[src/ubc_pkg.sv]
// Purpose: Shared constants and types of the break unit and its core agent
// Assumes: One clock, registers reached by index over the link
// Notes: Bit positions of selects and control follow the break registers
package ubc_pkg;

  // ************************************************************
  // Register indices
  // ************************************************************
  localparam logic [3:0] REG_ADDR_A = 4'h0;
  localparam logic [3:0] REG_AMASK_A = 4'h1;
  localparam logic [3:0] REG_BBR_A = 4'h2;
  localparam logic [3:0] REG_ADDR_B = 4'h3;
  localparam logic [3:0] REG_AMASK_B = 4'h4;
  localparam logic [3:0] REG_BBR_B = 4'h5;
  localparam logic [3:0] REG_DATA_B = 4'h6;
  localparam logic [3:0] REG_DMASK_B = 4'h7;
  localparam logic [3:0] REG_CTRL = 4'h8;
  localparam logic [3:0] REG_ASID_A = 4'h9;
  localparam logic [3:0] REG_ASID_B = 4'ha;
  localparam logic [3:0] REG_TRACE = 4'hb;

  // ************************************************************
  // Field positions and reset values
  // ************************************************************
  localparam int BBR_SZ_LO = 0;
  localparam int BBR_RW_LO = 2;
  localparam int BBR_ID_LO = 4;
  localparam int BBR_CD_LO = 6;
  localparam int BBR_XYE = 8;
  localparam int BBR_XYS = 9;
  localparam int CTRL_ASM_A = 21;
  localparam int CTRL_ASM_B = 20;
  localparam int CTRL_MF_LO = 12;
  localparam int CTRL_PCTE = 11;
  localparam int CTRL_PCB_A = 10;
  localparam int CTRL_DBE_B = 7;
  localparam int CTRL_PCB_B = 6;
  localparam logic [31:0] CTRL_WMASK = 32'h0030_0cc0;
  localparam logic [31:0] CTRL_RST = 32'h0000_0000;
  localparam logic [15:0] BBR_RST = 16'h0000;
  localparam logic [31:0] WORD_RST = 32'h0000_0000;
  localparam logic [3:0] FLAGS_RST = 4'h0;
  localparam int TRACE_VALID = 31;
  localparam int TRACE_ADDR_W = 28;

  // ************************************************************
  // Encodings and types
  // ************************************************************
  localparam logic [1:0] SZ_NONE = 2'b00;
  localparam logic [1:0] SZ_BYTE = 2'b01;
  localparam logic [1:0] SZ_WORD = 2'b10;
  localparam logic [1:0] SZ_LONG = 2'b11;

  typedef enum logic [1:0] {
    BRK_PRE = 2'b00,
    BRK_POST = 2'b01,
    BRK_DATA = 2'b10,
    BRK_IO = 2'b11
  } brk_type_t;

  typedef struct packed {
    logic valid;
    logic dma;
    logic fetch;
    logic write;
    logic insn;
    logic io;
    logic xy;
    logic ysel;
    logic [1:0] size;
    logic [7:0] asid;
    logic [31:0] addr;
    logic [31:0] data;
  } bus_cyc_t;

  typedef struct packed {
    logic valid;
    logic accept;
    logic branch;
    logic [7:0] asid;
    logic [31:0] addr;
  } exec_t;

  typedef struct packed {
    logic [31:0] addr;
    logic [31:0] amask;
    logic [15:0] bbr;
    logic [7:0] asid;
    logic asid_off;
    logic dbe;
    logic [31:0] data;
    logic [31:0] dmask;
  } ch_cfg_t;

endpackage

[src/ubc_link_if.sv]
// Purpose: Link between break unit and core agent
// Assumes: Both ends on clk_sys
// Notes: Plain signals, no clocking
`timescale 1ns/100ps
`default_nettype none
interface ubc_link_if;
  import ubc_pkg::*;
  logic reg_wr;
  logic reg_rd;
  logic [3:0] reg_idx;
  logic [31:0] reg_wdata;
  logic [31:0] reg_rdata;
  logic reg_rvalid;
  bus_cyc_t cpu_cyc;
  bus_cyc_t dma_cyc;
  exec_t exec;
  logic brk_valid;
  brk_type_t brk_type;

  modport dev (
    input reg_wr, reg_rd, reg_idx, reg_wdata, cpu_cyc, dma_cyc, exec,
    output reg_rdata, reg_rvalid, brk_valid, brk_type
  );
  modport core (
    output reg_wr, reg_rd, reg_idx, reg_wdata, cpu_cyc, dma_cyc, exec,
    input reg_rdata, reg_rvalid, brk_valid, brk_type
  );
endinterface
`default_nettype wire

[src/break_matcher.sv]
// Purpose: Compare one bus cycle against one channel condition
// Assumes: Purely combinational, cycle fields valid with cyc.valid
// Notes: HAS_DATA enables data value and X/Y bus compare
`timescale 1ns/100ps
`default_nettype none
module break_matcher
  import ubc_pkg::*;
#(
  parameter bit HAS_DATA = 1'b0
) (
  input wire ch_cfg_t cfg,
  input wire bus_cyc_t cyc,
  output logic hit
);

  // ************************************************************
  // Helpers
  // ************************************************************
  function automatic logic [31:0] size_ignore(input logic [1:0] size);
    case (size)
      SZ_LONG: size_ignore = 32'h0000_0003;
      SZ_WORD: size_ignore = 32'h0000_0001;
      default: size_ignore = 32'h0000_0000;
    endcase
  endfunction

  function automatic logic [15:0] half(input logic [31:0] v, input logic ysel);
    half = ysel ? v[15:0] : v[31:16];
  endfunction

  // ************************************************************
  // Condition terms
  // ************************************************************
  logic [1:0] cd;
  logic [1:0] idf;
  logic [1:0] rw;
  logic [1:0] sz;
  logic xy_bus_break_enable;
  logic xy_bus_select;
  logic groups_ok;
  logic cyc_ok;
  logic asid_ok;
  logic addr_ok;
  logic data_ok;
  logic xy_ok;
  logic [31:0] ign;
  logic [31:0] dwin;

  assign cd = cfg.bbr[BBR_CD_LO +: 2];
  assign idf = cfg.bbr[BBR_ID_LO +: 2];
  assign rw = cfg.bbr[BBR_RW_LO +: 2];
  assign sz = cfg.bbr[BBR_SZ_LO +: 2];
  assign xy_bus_break_enable = HAS_DATA && cfg.bbr[BBR_XYE];
  assign xy_bus_select = cfg.bbr[BBR_XYS];
  assign groups_ok = (cd != 2'b00) && (idf != 2'b00) && (rw != 2'b00);
  assign cyc_ok = (cyc.dma ? cd[1] : cd[0]) && (cyc.fetch ? idf[0] : idf[1])
    && (cyc.write ? rw[1] : rw[0]) && (cyc.fetch || sz == SZ_NONE || sz == cyc.size);
  assign asid_ok = cfg.asid_off || (cfg.asid == cyc.asid);
  assign ign = cfg.amask | size_ignore(cyc.fetch ? SZ_WORD : cyc.size);
  assign addr_ok = ((cfg.addr ^ cyc.addr) & ~ign) == 32'h0000_0000;
  assign dwin = (cyc.size == SZ_LONG) ? 32'hffff_ffff : 32'h0000_ffff;
  assign data_ok = !HAS_DATA || !cfg.dbe || cyc.fetch
    || (((cfg.data ^ cyc.data) & ~cfg.dmask & dwin) == 32'h0000_0000);
  assign xy_ok = (cyc.ysel == xy_bus_select)
    && (((half(cfg.addr, xy_bus_select) ^ cyc.addr[15:0]) & ~half(cfg.amask, xy_bus_select)) == 16'h0000)
    && (!cfg.dbe || ((half(cfg.data, xy_bus_select) ^ cyc.data[15:0]) & ~half(cfg.dmask, xy_bus_select))
      == 16'h0000);
  assign hit = cyc.valid && groups_ok && cyc_ok && asid_ok && (cyc.xy == xy_bus_break_enable)
    && (xy_bus_break_enable ? xy_ok : (addr_ok && data_ok));

endmodule
`default_nettype wire

[src/break_unit_dev.sv]
// Purpose: Two-channel user break unit with branch destination trace
// Assumes: Core reports executed instructions on exec, data cycles on cpu_cyc
// Notes: Registers reached by index over the link, read data one cycle later
// How it works
// - Trace holds first address after branch
// - Per-channel 8-bit space id, never reset
// - Zero cycle, id or read/write select blocks breaks; zero size select matches any size
// - Match raises request and reports break type
// - Match flags sticky, cleared by writing zero
// - Coinciding breaks give one request; a data or DMA hit beside any firing break, or an after hit beside a firing after or data break, requests again
// - Fetch select matches fetches, timing bit chooses
// - Before-break only on confirmed executed instruction
// - Delay-slot break taken at next accepting instruction
// - Software avoids delay-slot pre and sleep post
// - After-break raised before next instruction executes
// - Channel B data ignored on fetch
// - CPU data breaks only from instruction memory cycles
// - Address compare width follows access size
// - Data condition needs address and data match
// - Byte data replicated, upper half ignored
// - DMA data breaks use byte or word
// - X/Y bus break only on channel B
// - X/Y break uses CPU data word cycles
// - X uses upper halves, Y lower halves
// - Space id mask bit skips id check
`timescale 1ns/100ps
`default_nettype none
module break_unit_dev
  import ubc_pkg::*;
(
  input wire logic clk_sys,
  input wire logic rst_n,
  ubc_link_if.dev link,
  output logic break_request,
  output logic [3:0] match_flags
);

  // ************************************************************
  // Storage
  // ************************************************************
  logic [31:0] bar [2];
  logic [31:0] bamr [2];
  logic [15:0] bbr [2];
  logic [7:0] asid [2];
  logic [31:0] bdr;
  logic [31:0] bdmr;
  logic [31:0] ctrl;
  logic trace_valid;
  logic [TRACE_ADDR_W-1:0] trace_addr;
  logic pend_pre;
  logic pend_post;
  logic pend_data;
  logic pend_io;

  // ************************************************************
  // Decode and channel compare
  // ************************************************************
  logic wr_ctrl;
  logic rd_trace;
  logic [1:0] pcb;
  logic [1:0] fetch_hit;
  logic [1:0] data_hit;
  logic [1:0] dma_hit;
  logic io_hit;
  logic [3:0] flag_set;
  logic [3:0] flag_keep;
  ch_cfg_t cfg [2];
  bus_cyc_t exec_cyc;
  bus_cyc_t cpu_dat;
  bus_cyc_t dma_dat;

  assign wr_ctrl = link.reg_wr && (link.reg_idx == REG_CTRL);
  assign rd_trace = link.reg_rd && (link.reg_idx == REG_TRACE);
  assign pcb = {ctrl[CTRL_PCB_B], ctrl[CTRL_PCB_A]};

  always_comb begin
    exec_cyc = '0;
    exec_cyc.valid = link.exec.valid;
    exec_cyc.fetch = 1'b1;
    exec_cyc.insn = 1'b1;
    exec_cyc.size = SZ_WORD;
    exec_cyc.asid = link.exec.asid;
    exec_cyc.addr = link.exec.addr;
    cpu_dat = link.cpu_cyc;
    cpu_dat.dma = 1'b0;
    cpu_dat.valid = link.cpu_cyc.valid && link.cpu_cyc.insn && !link.cpu_cyc.fetch;
    dma_dat = link.dma_cyc;
    dma_dat.dma = 1'b1;
    dma_dat.fetch = 1'b0;
    dma_dat.xy = 1'b0;
  end

  for (genvar ch = 0; ch < 2; ch++) begin : g_ch
    always_comb begin
      cfg[ch].addr = bar[ch];
      cfg[ch].amask = bamr[ch];
      cfg[ch].bbr = bbr[ch];
      cfg[ch].asid = asid[ch];
      cfg[ch].asid_off = (ch == 0) ? ctrl[CTRL_ASM_A] : ctrl[CTRL_ASM_B];
      cfg[ch].dbe = (ch == 1) && ctrl[CTRL_DBE_B];
      cfg[ch].data = bdr;
      cfg[ch].dmask = bdmr;
    end
    break_matcher #(.HAS_DATA(ch == 1)) u_fetch (
      .cfg(cfg[ch]),
      .cyc(exec_cyc),
      .hit(fetch_hit[ch])
    );
    break_matcher #(.HAS_DATA(ch == 1)) u_data (
      .cfg(cfg[ch]),
      .cyc(cpu_dat),
      .hit(data_hit[ch])
    );
    break_matcher #(.HAS_DATA(ch == 1)) u_dma (
      .cfg(cfg[ch]),
      .cyc(dma_dat),
      .hit(dma_hit[ch])
    );
  end

  assign io_hit = (|data_hit) && link.cpu_cyc.io;

  // ************************************************************
  // Configuration registers
  // ************************************************************
  always_ff @(posedge clk_sys or negedge rst_n) begin
    if (!rst_n) begin
      for (int i = 0; i < 2; i++) begin
        bar[i] <= WORD_RST;
        bamr[i] <= WORD_RST;
        bbr[i] <= BBR_RST;
      end
      bdr <= WORD_RST;
      bdmr <= WORD_RST;
      ctrl <= CTRL_RST;
    end else if (link.reg_wr) begin
      case (link.reg_idx)
        REG_ADDR_A: bar[0] <= link.reg_wdata;
        REG_AMASK_A: bamr[0] <= link.reg_wdata;
        REG_BBR_A: bbr[0] <= {6'h00, 2'b00, link.reg_wdata[7:0]};
        REG_ADDR_B: bar[1] <= link.reg_wdata;
        REG_AMASK_B: bamr[1] <= link.reg_wdata;
        REG_BBR_B: bbr[1] <= {6'h00, link.reg_wdata[9:0]};
        REG_DATA_B: bdr <= link.reg_wdata;
        REG_DMASK_B: bdmr <= link.reg_wdata;
        REG_CTRL: ctrl <= link.reg_wdata & CTRL_WMASK;
        default: ;
      endcase
    end
  end

  // Space id registers keep their value through reset
  always_ff @(posedge clk_sys) begin
    if (link.reg_wr && link.reg_idx == REG_ASID_A) begin
      asid[0] <= link.reg_wdata[7:0];
    end
    if (link.reg_wr && link.reg_idx == REG_ASID_B) begin
      asid[1] <= link.reg_wdata[7:0];
    end
  end

  // ************************************************************
  // Sticky match flags
  // ************************************************************
  assign flag_set = {fetch_hit[0] | data_hit[0], fetch_hit[1] | data_hit[1],
    dma_hit[0], dma_hit[1]};
  assign flag_keep = wr_ctrl ? link.reg_wdata[CTRL_MF_LO +: 4] : 4'hf;

  always_ff @(posedge clk_sys or negedge rst_n) begin
    if (!rst_n) begin
      match_flags <= FLAGS_RST;
    end else begin
      match_flags <= (match_flags & flag_keep) | flag_set;
    end
  end

  // ************************************************************
  // Branch destination trace
  // ************************************************************
  logic trace_set;
  assign trace_set = link.exec.valid && link.exec.branch && ctrl[CTRL_PCTE];

  always_ff @(posedge clk_sys or negedge rst_n) begin
    if (!rst_n) begin
      trace_valid <= 1'b0;
    end else begin
      trace_valid <= (trace_valid && !rd_trace) || trace_set;
    end
  end

  always_ff @(posedge clk_sys) begin
    if (trace_set) begin
      trace_addr <= link.exec.addr[TRACE_ADDR_W-1:0];
    end
  end

  // ************************************************************
  // Register read
  // ************************************************************
  logic [31:0] rd_mux;
  always_comb begin
    rd_mux = WORD_RST;
    case (link.reg_idx)
      REG_ADDR_A: rd_mux = bar[0];
      REG_AMASK_A: rd_mux = bamr[0];
      REG_BBR_A: rd_mux = {16'h0000, bbr[0]};
      REG_ADDR_B: rd_mux = bar[1];
      REG_AMASK_B: rd_mux = bamr[1];
      REG_BBR_B: rd_mux = {16'h0000, bbr[1]};
      REG_DATA_B: rd_mux = bdr;
      REG_DMASK_B: rd_mux = bdmr;
      REG_CTRL: begin
        rd_mux = ctrl;
        rd_mux[CTRL_MF_LO +: 4] = match_flags;
      end
      REG_ASID_A: rd_mux = {24'h00_0000, asid[0]};
      REG_ASID_B: rd_mux = {24'h00_0000, asid[1]};
      REG_TRACE: rd_mux = {trace_valid, 3'b000, trace_addr};
      default: rd_mux = WORD_RST;
    endcase
  end

  always_ff @(posedge clk_sys or negedge rst_n) begin
    if (!rst_n) begin
      link.reg_rdata <= WORD_RST;
      link.reg_rvalid <= 1'b0;
    end else begin
      link.reg_rvalid <= link.reg_rd;
      if (link.reg_rd) begin
        link.reg_rdata <= rd_mux;
      end
    end
  end

  // ************************************************************
  // Break request
  // ************************************************************
  logic pre_now;
  logic post_now;
  logic slot;
  logic fire;
  brk_type_t fire_type;

  assign pre_now = |(fetch_hit & ~pcb);
  assign post_now = |(fetch_hit & pcb);
  assign slot = link.exec.valid && link.exec.accept;

  always_comb begin
    fire = 1'b0;
    fire_type = BRK_DATA;
    if (slot) begin
      if (pre_now || pend_pre) begin
        fire = 1'b1;
        fire_type = BRK_PRE;
      end else if (pend_post) begin
        fire = 1'b1;
        fire_type = BRK_POST;
      end else if (pend_data) begin
        fire = 1'b1;
        fire_type = pend_io ? BRK_IO : BRK_DATA;
      end
    end
  end

  // One request per accepting slot; all pending causes merge
  always_ff @(posedge clk_sys or negedge rst_n) begin
    if (!rst_n) begin
      pend_pre <= 1'b0;
      pend_post <= 1'b0;
      pend_data <= 1'b0;
      pend_io <= 1'b0;
    end else begin
      pend_pre <= (pend_pre && !fire) || (pre_now && !slot);
      pend_post <= (pend_post && !fire) || (post_now && !(fire && fire_type == BRK_PRE));
      pend_data <= (pend_data && !fire) || (|data_hit) || (|dma_hit);
      pend_io <= (pend_io && !fire) || io_hit;
    end
  end

  always_ff @(posedge clk_sys or negedge rst_n) begin
    if (!rst_n) begin
      link.brk_valid <= 1'b0;
      link.brk_type <= BRK_PRE;
      break_request <= 1'b0;
    end else begin
      link.brk_valid <= fire;
      break_request <= fire;
      if (fire) begin
        link.brk_type <= fire_type;
      end
    end
  end

endmodule
`default_nettype wire

[src/flat_wrapper.sv]
// flat-port wrapper written by rule: the top's interface ports become plain ports
module break_unit_dev_flat import ubc_pkg::*;
  (clk_sys, rst_n, break_request, match_flags, link_reg_wr, link_reg_rd, link_reg_idx, link_reg_wdata, link_cpu_cyc, link_dma_cyc, link_exec, link_reg_rdata, link_reg_rvalid, link_brk_valid, link_brk_type);
  ubc_link_if link_i ();
  input wire logic clk_sys;
  input wire logic rst_n;
  output logic break_request;
  output logic [3:0] match_flags;
  input wire logic [$bits(link_i.reg_wr)-1:0] link_reg_wr;
  input wire logic [$bits(link_i.reg_rd)-1:0] link_reg_rd;
  input wire logic [$bits(link_i.reg_idx)-1:0] link_reg_idx;
  input wire logic [$bits(link_i.reg_wdata)-1:0] link_reg_wdata;
  input wire logic [$bits(link_i.cpu_cyc)-1:0] link_cpu_cyc;
  input wire logic [$bits(link_i.dma_cyc)-1:0] link_dma_cyc;
  input wire logic [$bits(link_i.exec)-1:0] link_exec;
  output wire logic [$bits(link_i.reg_rdata)-1:0] link_reg_rdata;
  output wire logic [$bits(link_i.reg_rvalid)-1:0] link_reg_rvalid;
  output wire logic [$bits(link_i.brk_valid)-1:0] link_brk_valid;
  output wire logic [$bits(link_i.brk_type)-1:0] link_brk_type;
  assign link_i.reg_wr = link_reg_wr;
  assign link_i.reg_rd = link_reg_rd;
  assign link_i.reg_idx = link_reg_idx;
  assign link_i.reg_wdata = link_reg_wdata;
  assign link_i.cpu_cyc = link_cpu_cyc;
  assign link_i.dma_cyc = link_dma_cyc;
  assign link_i.exec = link_exec;
  assign link_reg_rdata = link_i.reg_rdata;
  assign link_reg_rvalid = link_i.reg_rvalid;
  assign link_brk_valid = link_i.brk_valid;
  assign link_brk_type = link_i.brk_type;
  break_unit_dev u_core (.clk_sys(clk_sys), .rst_n(rst_n), .link(link_i), .break_request(break_request), .match_flags(match_flags));
endmodule
[config.mk]
export PLATFORM = sky130hd
export DESIGN_NAME = break_unit_dev_flat
export DESIGN_NICKNAME = d
export VERILOG_FILES = /design/src/ubc_pkg.sv /design/src/ubc_link_if.sv /design/src/break_matcher.sv /design/src/break_unit_dev.sv /design/src/flat_wrapper.sv
export SDC_FILE = /design/constraint.sdc
export NUM_CORES = 1
export LEC_CHECK = 0
export ABC_CLOCK_PERIOD_IN_PS = 2240
export BUFFER_PORTS_ARGS = -buffer_cell sky130_fd_sc_hd__buf_4
export CORE_ASPECT_RATIO = 0.75
export CORE_MARGIN = 2
export CORE_UTILIZATION = 40
export CTS_BUF_LIST = sky130_fd_sc_hd__clkbuf_8
export CTS_CLUSTER_DIAMETER = 200
export CTS_CLUSTER_SIZE = 30
export DETAILED_ROUTE_END_ITERATION = 7
export MAX_ROUTING_LAYER = met4
export PLACE_DENSITY_LB_ADDON = 0.2
export SYNTH_ARGS = -nofsm -noshare
export SYNTH_HDL_FRONTEND = slang
export SYNTH_SLANG_ARGS = --single-unit
[constraint.sdc]
create_clock -name clk_sys -period 2.24 [get_ports clk_sys]
set_clock_uncertainty 0.2 [all_clocks]
set_input_delay 0.448 -clock clk_sys [delete_from_list [all_inputs] [get_ports clk_sys]]
set_output_delay 0.448 -clock clk_sys [all_outputs]
set_load 0.01 [all_outputs]
# After elaboration in Yosys (flattened, before gate mapping)

Memories as Yosys holds them, arrays and structs flattened.
Cells that the tools add are included.

Word-level logic and storage cells: 281
ROM bits: 0
Output and inout port bits: 41
Register bits: 289
Bits in writable memories: 16
Memories kept: 1
Bits in latches: 0
Input port bits: 247

Memories:

| name        | depth | bits a word | read ports | clocked after memory_dff | wr ports | RTL line             | text |
|---|---|---|---|---|---|---|---|
| u_core.asid | 2     | 8           | 2          | 0                        | 1        | break_unit_dev.sv:44 | `logic [7:0] asid [2];` |

Multipliers: 0
Reductions and logical operators: 143
Shift operators: 0
Divide/modulo/power cells: 0
Order comparisons: 0
Muxes and demuxes: 36
Bitwise logic cells: 52
Eq/ne operators: 29
Add/sub/neg operators: 0

Operators by type and width:

| cell                                                | count |
|---|---|
| one-hot mux 32 bit (12 select lines)                | 1 |
| AND 32 bit                                          | 10 |
| zero test 32 bit                                    | 8 |
| bitwise XOR 32 bit                                  | 8 |
| inverter 32 bit                                     | 7 |
| bitwise OR 32 bit                                   | 4 |
| AND 16 bit                                          | 6 |
| zero test 16 bit                                    | 6 |
| bitwise XOR 16 bit                                  | 5 |
| logical AND 1 bit                                   | 74 |
| 2-to-1 mux 16 bit                                   | 4 |
| 2-to-1 mux 32 bit                                   | 2 |
| equality test 8 bit                                 | 6 |
| inverter 16 bit                                     | 2 |
| logical OR 1 bit                                    | 25 |
| 2-to-1 mux 1 bit                                    | 20 |
| AND reduction 2 bit                                 | 9 |
| equality test 4 x 3 -> 1 bit, second input constant | 4 |
| equality test 4 bit, second input constant          | 4 |
| nonzero test 2 bit                                  | 6 |
| equality test 2 bit, second input constant          | 5 |
| 2-to-1 mux 2 bit                                    | 5 |
| equality test 2 bit                                 | 4 |
| equality test 4 x 2 -> 1 bit, second input constant | 2 |
| 16 further kinds                                    | 33 |

# Depth between registers and ports, before layout

Word-level depth: 18
Depth in mapped cells: 9
Mapped depth without buffers: 7

# Hierarchy

A second synthesis with hierarchy kept.

Cells, all modules: 1813
Area total of the unflattened synthesis: 19779.0 um^2

By module, submodules not included:

| module                                     | instances | cells an instance | area an instance (um^2) | seq. area each (um^2) |
|---|---|---|---|---|
| break_unit_dev                             | 1         | 937               | 13315.3                 | 7852.5 |
| break_matcher at u_core.g_ch[1].u_data ... | 3         | 208               | 1539.0                  | 0.0 |
| break_matcher at u_core.g_ch[0].u_data ... | 3         | 84                | 615.6                   | 0.0 |

# Worst setup path before layout

No wires, ideal clock.

Path type: input to register
Start: input port link_dma_cyc[78]
End: register u_core.pend_data
Buffers on the path: 0
Path slack: 0.049 ns
Required time: 1.970 ns
Stages on the path: 6
Data arrival time: 1.921 ns
Setup time: 0.070 ns
Path through: mux2i_1 > or4b_1 > or4_1 > nor4_2 > nand4_1 > nand3b_1

Cells in the longest elaborated chain, start to end: 9
Elaborated cells on any way between the ends: 15
Classes of those cells: 2 x mux; 13 x reduce/logical

RTL lines:

| what                           | RTL line              | text |
|---|---|---|
| start: declaration             | flat_wrapper.sv:14    | `input wire logic [$bits(link_i.dma_cyc)-1:0] link_dma_cyc;` |
| 2-to-1 mux 1 bit               | break_matcher.sv:57   | `&& (cyc.write ? rw[1] : rw[0]) && (cyc.fetch \|\| sz == SZ_NONE \|\| sz == cyc.size);` |
| logical AND 1 bit (2 in a row) | break_matcher.sv:57   |  |
| logical AND 1 bit (3 in a row) | break_matcher.sv:68   | `assign hit = cyc.valid && groups_ok && cyc_ok && asid_ok && (cyc.xy == xy_bus_break_enable)` |
| logical AND 1 bit              | break_matcher.sv:69   | `&& (xy_bus_break_enable ? xy_ok : (addr_ok && data_ok));` |
| OR reduction 2 bit *           | break_unit_dev.sv:275 | `pend_data <= (pend_data && !fire) \|\| (\|data_hit) \|\| (\|dma_hit);` |
| logical OR 1 bit *             | break_unit_dev.sv:275 |  |
| end signal: assignment         | break_unit_dev.sv:275 |  |
| end: declaration               | break_unit_dev.sv:52  | `logic pend_data;` |

Mark *: on every way between the ends. The rest lies on a longest branch, timed or not.
A chain may end at the register's enable or synchronous reset.

==> results.json <==
{
  "core.rowCount": 65,
  "hold_viol": 0,
  "power_mw": 19.8,
  "arrival_ns": 3.10,
  "drtIter0Drc": 2597,
  "routed_wl_um": 96100,
  "maxSlewHeadroom": 0.513,
  "placed_area_um2": 23700,
  "ir_drop_mv": 0.583,
  "fin_cells": 2899,
  "grt_pass1_vias": 17100,
  "synth_top_area_cell": "dfrtp_1",
  "fp.dieArea_um2": 44800,
  "core_um2": 42300,
  "grt_overflow": 0,
  "die_h_um": 184,
  "num_vias": 17500,
  "syn-num-nets": 1776,
  "max_stage_delay_ns": 0.54,
  "grt_pass1_wl_um": 131000,
  "nets": 2565,
  "wl_per_cell_um": 33.1,
  "gr-usage-all-layers": 0.435,
  "clock_sinks": 305,
  "netlist.area_leader.share": 0.378,
  "worst_slack_ns": -0.497,
  "areaGrowthSynthToFinish_pct": 47.8,
  "final_area_um2": 25500,
  "layout_commonest_cell": "buf_4",
  "clk_pin_slew_worst_paths_ns": 0.19,
  "syn_area_per_cell_um2": 11.3,
  "required_ns": 2.60,
  "leakagePower_nw": 10.9,
  "ys_async_sr_fraction": 0.856,
  "io_pins": 288,
  "ys.flop_type": "dfrtp_1",
  "setup_viol": 12,
  "synth.cell_area_um2": 17300,
  "yosysSeqAreaShare": 0.455,
  "clock_latency_ns": 0.66,
  "synth_cells": 1529,
  "power_density_nw_per_um2": 776,
  "clockBufferDepth": 3,
  "worstSetupPathType": "flip-flop to flip-flop",
  "synth.area.top_cells": "dfrtp_1 38%, xnor2_1 15%, mux2_1 10%",
  "critPathMaxFanout": 2,
  "cts_tree": "built",
  "status": "complete, but fails checks",
  "portBuffers": 280,
  "initial_core_util": 0.408,
  "rsz0062_at_grt": "yes",
  "cts_buffers": 14,
  "synth-seq-cells": 305,
  "grt_max_degree": 52,
  "yosysWarnings": 0,
  "drc": 0,
  "violations": "setup timing",
  "end_kind": "flip-flop",
  "final_cell_mix": "747 x buf_4, 287 x xnor2_1, 244 x dfrtp_1",
  "slowest_stage": "or4_4",
  "cap_violations": 0,
  "period_minus_slack_ns": 2.74,
  "tightest_slew_ns": 0.723,
  "clockRootBuffer": "clkbuf_8",
  "avgViaCountPerCell": 6.05,
  "place_hpwl_um": 77600,
  "place_congestion": 1.11,
  "path_cells": "xor2_1 -> nor4_2 -> buf_4 -> a21oi_4 -> or4_4 -> nor4_4 -> nand4_1 -> buf_6 -> nand3b_1",
  "cts_max_level": 1,
  "nFillCells": 3622,
  "first_pass_iters": 6,
  "setup-tns-final_ns": -3.36,
  "drive_gt1_frac": 0.415,
  "hp-class": "input pin to flip-flop",
  "die_w_um": 244,
  "fin_util": 0.603,
  "ant_nets": 0,
  "dp.cells": 2783,
  "synth_edf_count": 44,
  "drv_slew": 0,
  "ys_types": 53,
  "fmax_mhz": 365,
  "grt_antenna_before_repair": 9,
  "start_kind": "flip-flop",
  "finalCritPeriodShare": 1.22
}
==> cell families after synthesis <==
| group | Yosys count | synth area share |
|---|---|---|
| AOI/OAI and AO/OA | 346 | 0.140 |
| xor gates and xnor gates | 336 | 0.170 |
| DFF | 305 | 0.455 |
| muxes | 221 | 0.144 |
| and+or+nand+nor | 209 | 0.0651 |
| buffers and inverters | 112 | 0.0251 |
==> worst paths after layout <==
path,start,endpoint,slack [ns],cells after the start
worst max-delay path,u_core.asid[0][13],u_core.pend_data,-0.50,9
worst min-delay path,link_exec[12],u_core.trace_addr[12],0.03,3
worst max register to register,u_core.asid[0][13],u_core.pend_data,-0.50,9
worst min register to register,u_core.trace_valid,u_core.trace_valid,0.30,1
max in group asynchronous,rst_n,u_core.bar[0],0.98,3
min in group asynchronous,rst_n,u_core.bar[38],0.12,2
==> critical path, delay by kind of cell (launching register included) <==
kind / cells / cell delay [ns]
simple gates: 5 / 1.40
xor+xnor: 1 / 0.18
compound gates: 1 / 0.07
buf+inv: 2 / 0.36
flops: 1 / 0.48
==> per-layer routing <==
metal	wire, um	global-route usage	vias to the layer above
met5	0	-	-
met4	2320	0.0944	0
met3	14300	0.160	117
met2	38000	0.568	1261
met1	41400	0.632	8847
li1	-	-	7314
==> flip-flops by register name (all words and copies together) (netlist names), 2 cells and up <==
name / flops
u_core.asid: 16
u_core.bamr: 64
u_core.bar: 64
u_core.bbr: 18
u_core.bdmr: 32
u_core.bdr: 32
u_core.ctrl: 6
u_core.link.brk_type: 2
u_core.link.reg_rdata: 32
u_core.match_flags: 4
u_core.trace_addr: 28
==> power by group <==
| group | switching [mW] | internal, mW |
|---|---|---|
| sequential | 1.70 | 6.63 |
| combinational | 4.39 | 4.54 |
| clock | 1.89 | 0.656 |
==> synth_stat cells, drive strengths merged, types with 11 or more instances <==
master	count
a22o	13
buf	27
xnor2	303
a22oi	76
nand2	34
inv	40
a21oi	11
and3	21
o21ai	17
a221oi	13
dfrtp	261
edfxtp	44
a222oi	18
o22ai	167
clkbuf	45
nor2	44
nor3	20
xor2	33
mux2	218
nor4	40
nand4	17
==> area by class of cell <==
type / count / area [um2] / area share
Antenna cell: 5 / 12.5 / 0.000490
Inverter: 40 / 150 / 0.00588
Tap cell: 569 / 712 / 0.0279
Timing Repair Buffer: 845 / 6810 / 0.267
Clock inverter: 8 / 56.3 / 0.00221
Sequential cell: 305 / 7870 / 0.309
Clock buffer: 15 / 206 / 0.00809
Multi-Input combinational cell: 1112 / 9700 / 0.380
==> stage by stage <==
step	setup WS, ns	hold slack, ns
floorplan	0.0492	-0.0476
global placement	-0.999	0.224
detailed placement	-1.05	0.229
CTS	-0.410	0.0209
global route	-0.609	0.0220
finish	-0.497	0.0336
==> repair_timing <==
action | 4_1_cts | 5_1_grt
gates resized for setup | 90 | 49
setup buffers | 21 | 9
pin swaps | 45 | 31
gates cloned | 0 | 0
setup endpoints to repair | 11 | 12
hold buffers | 62 | 0
endpoints found under the hold margin | 441 | 0
Note: power is estimated with default switching activity, not from simulation.
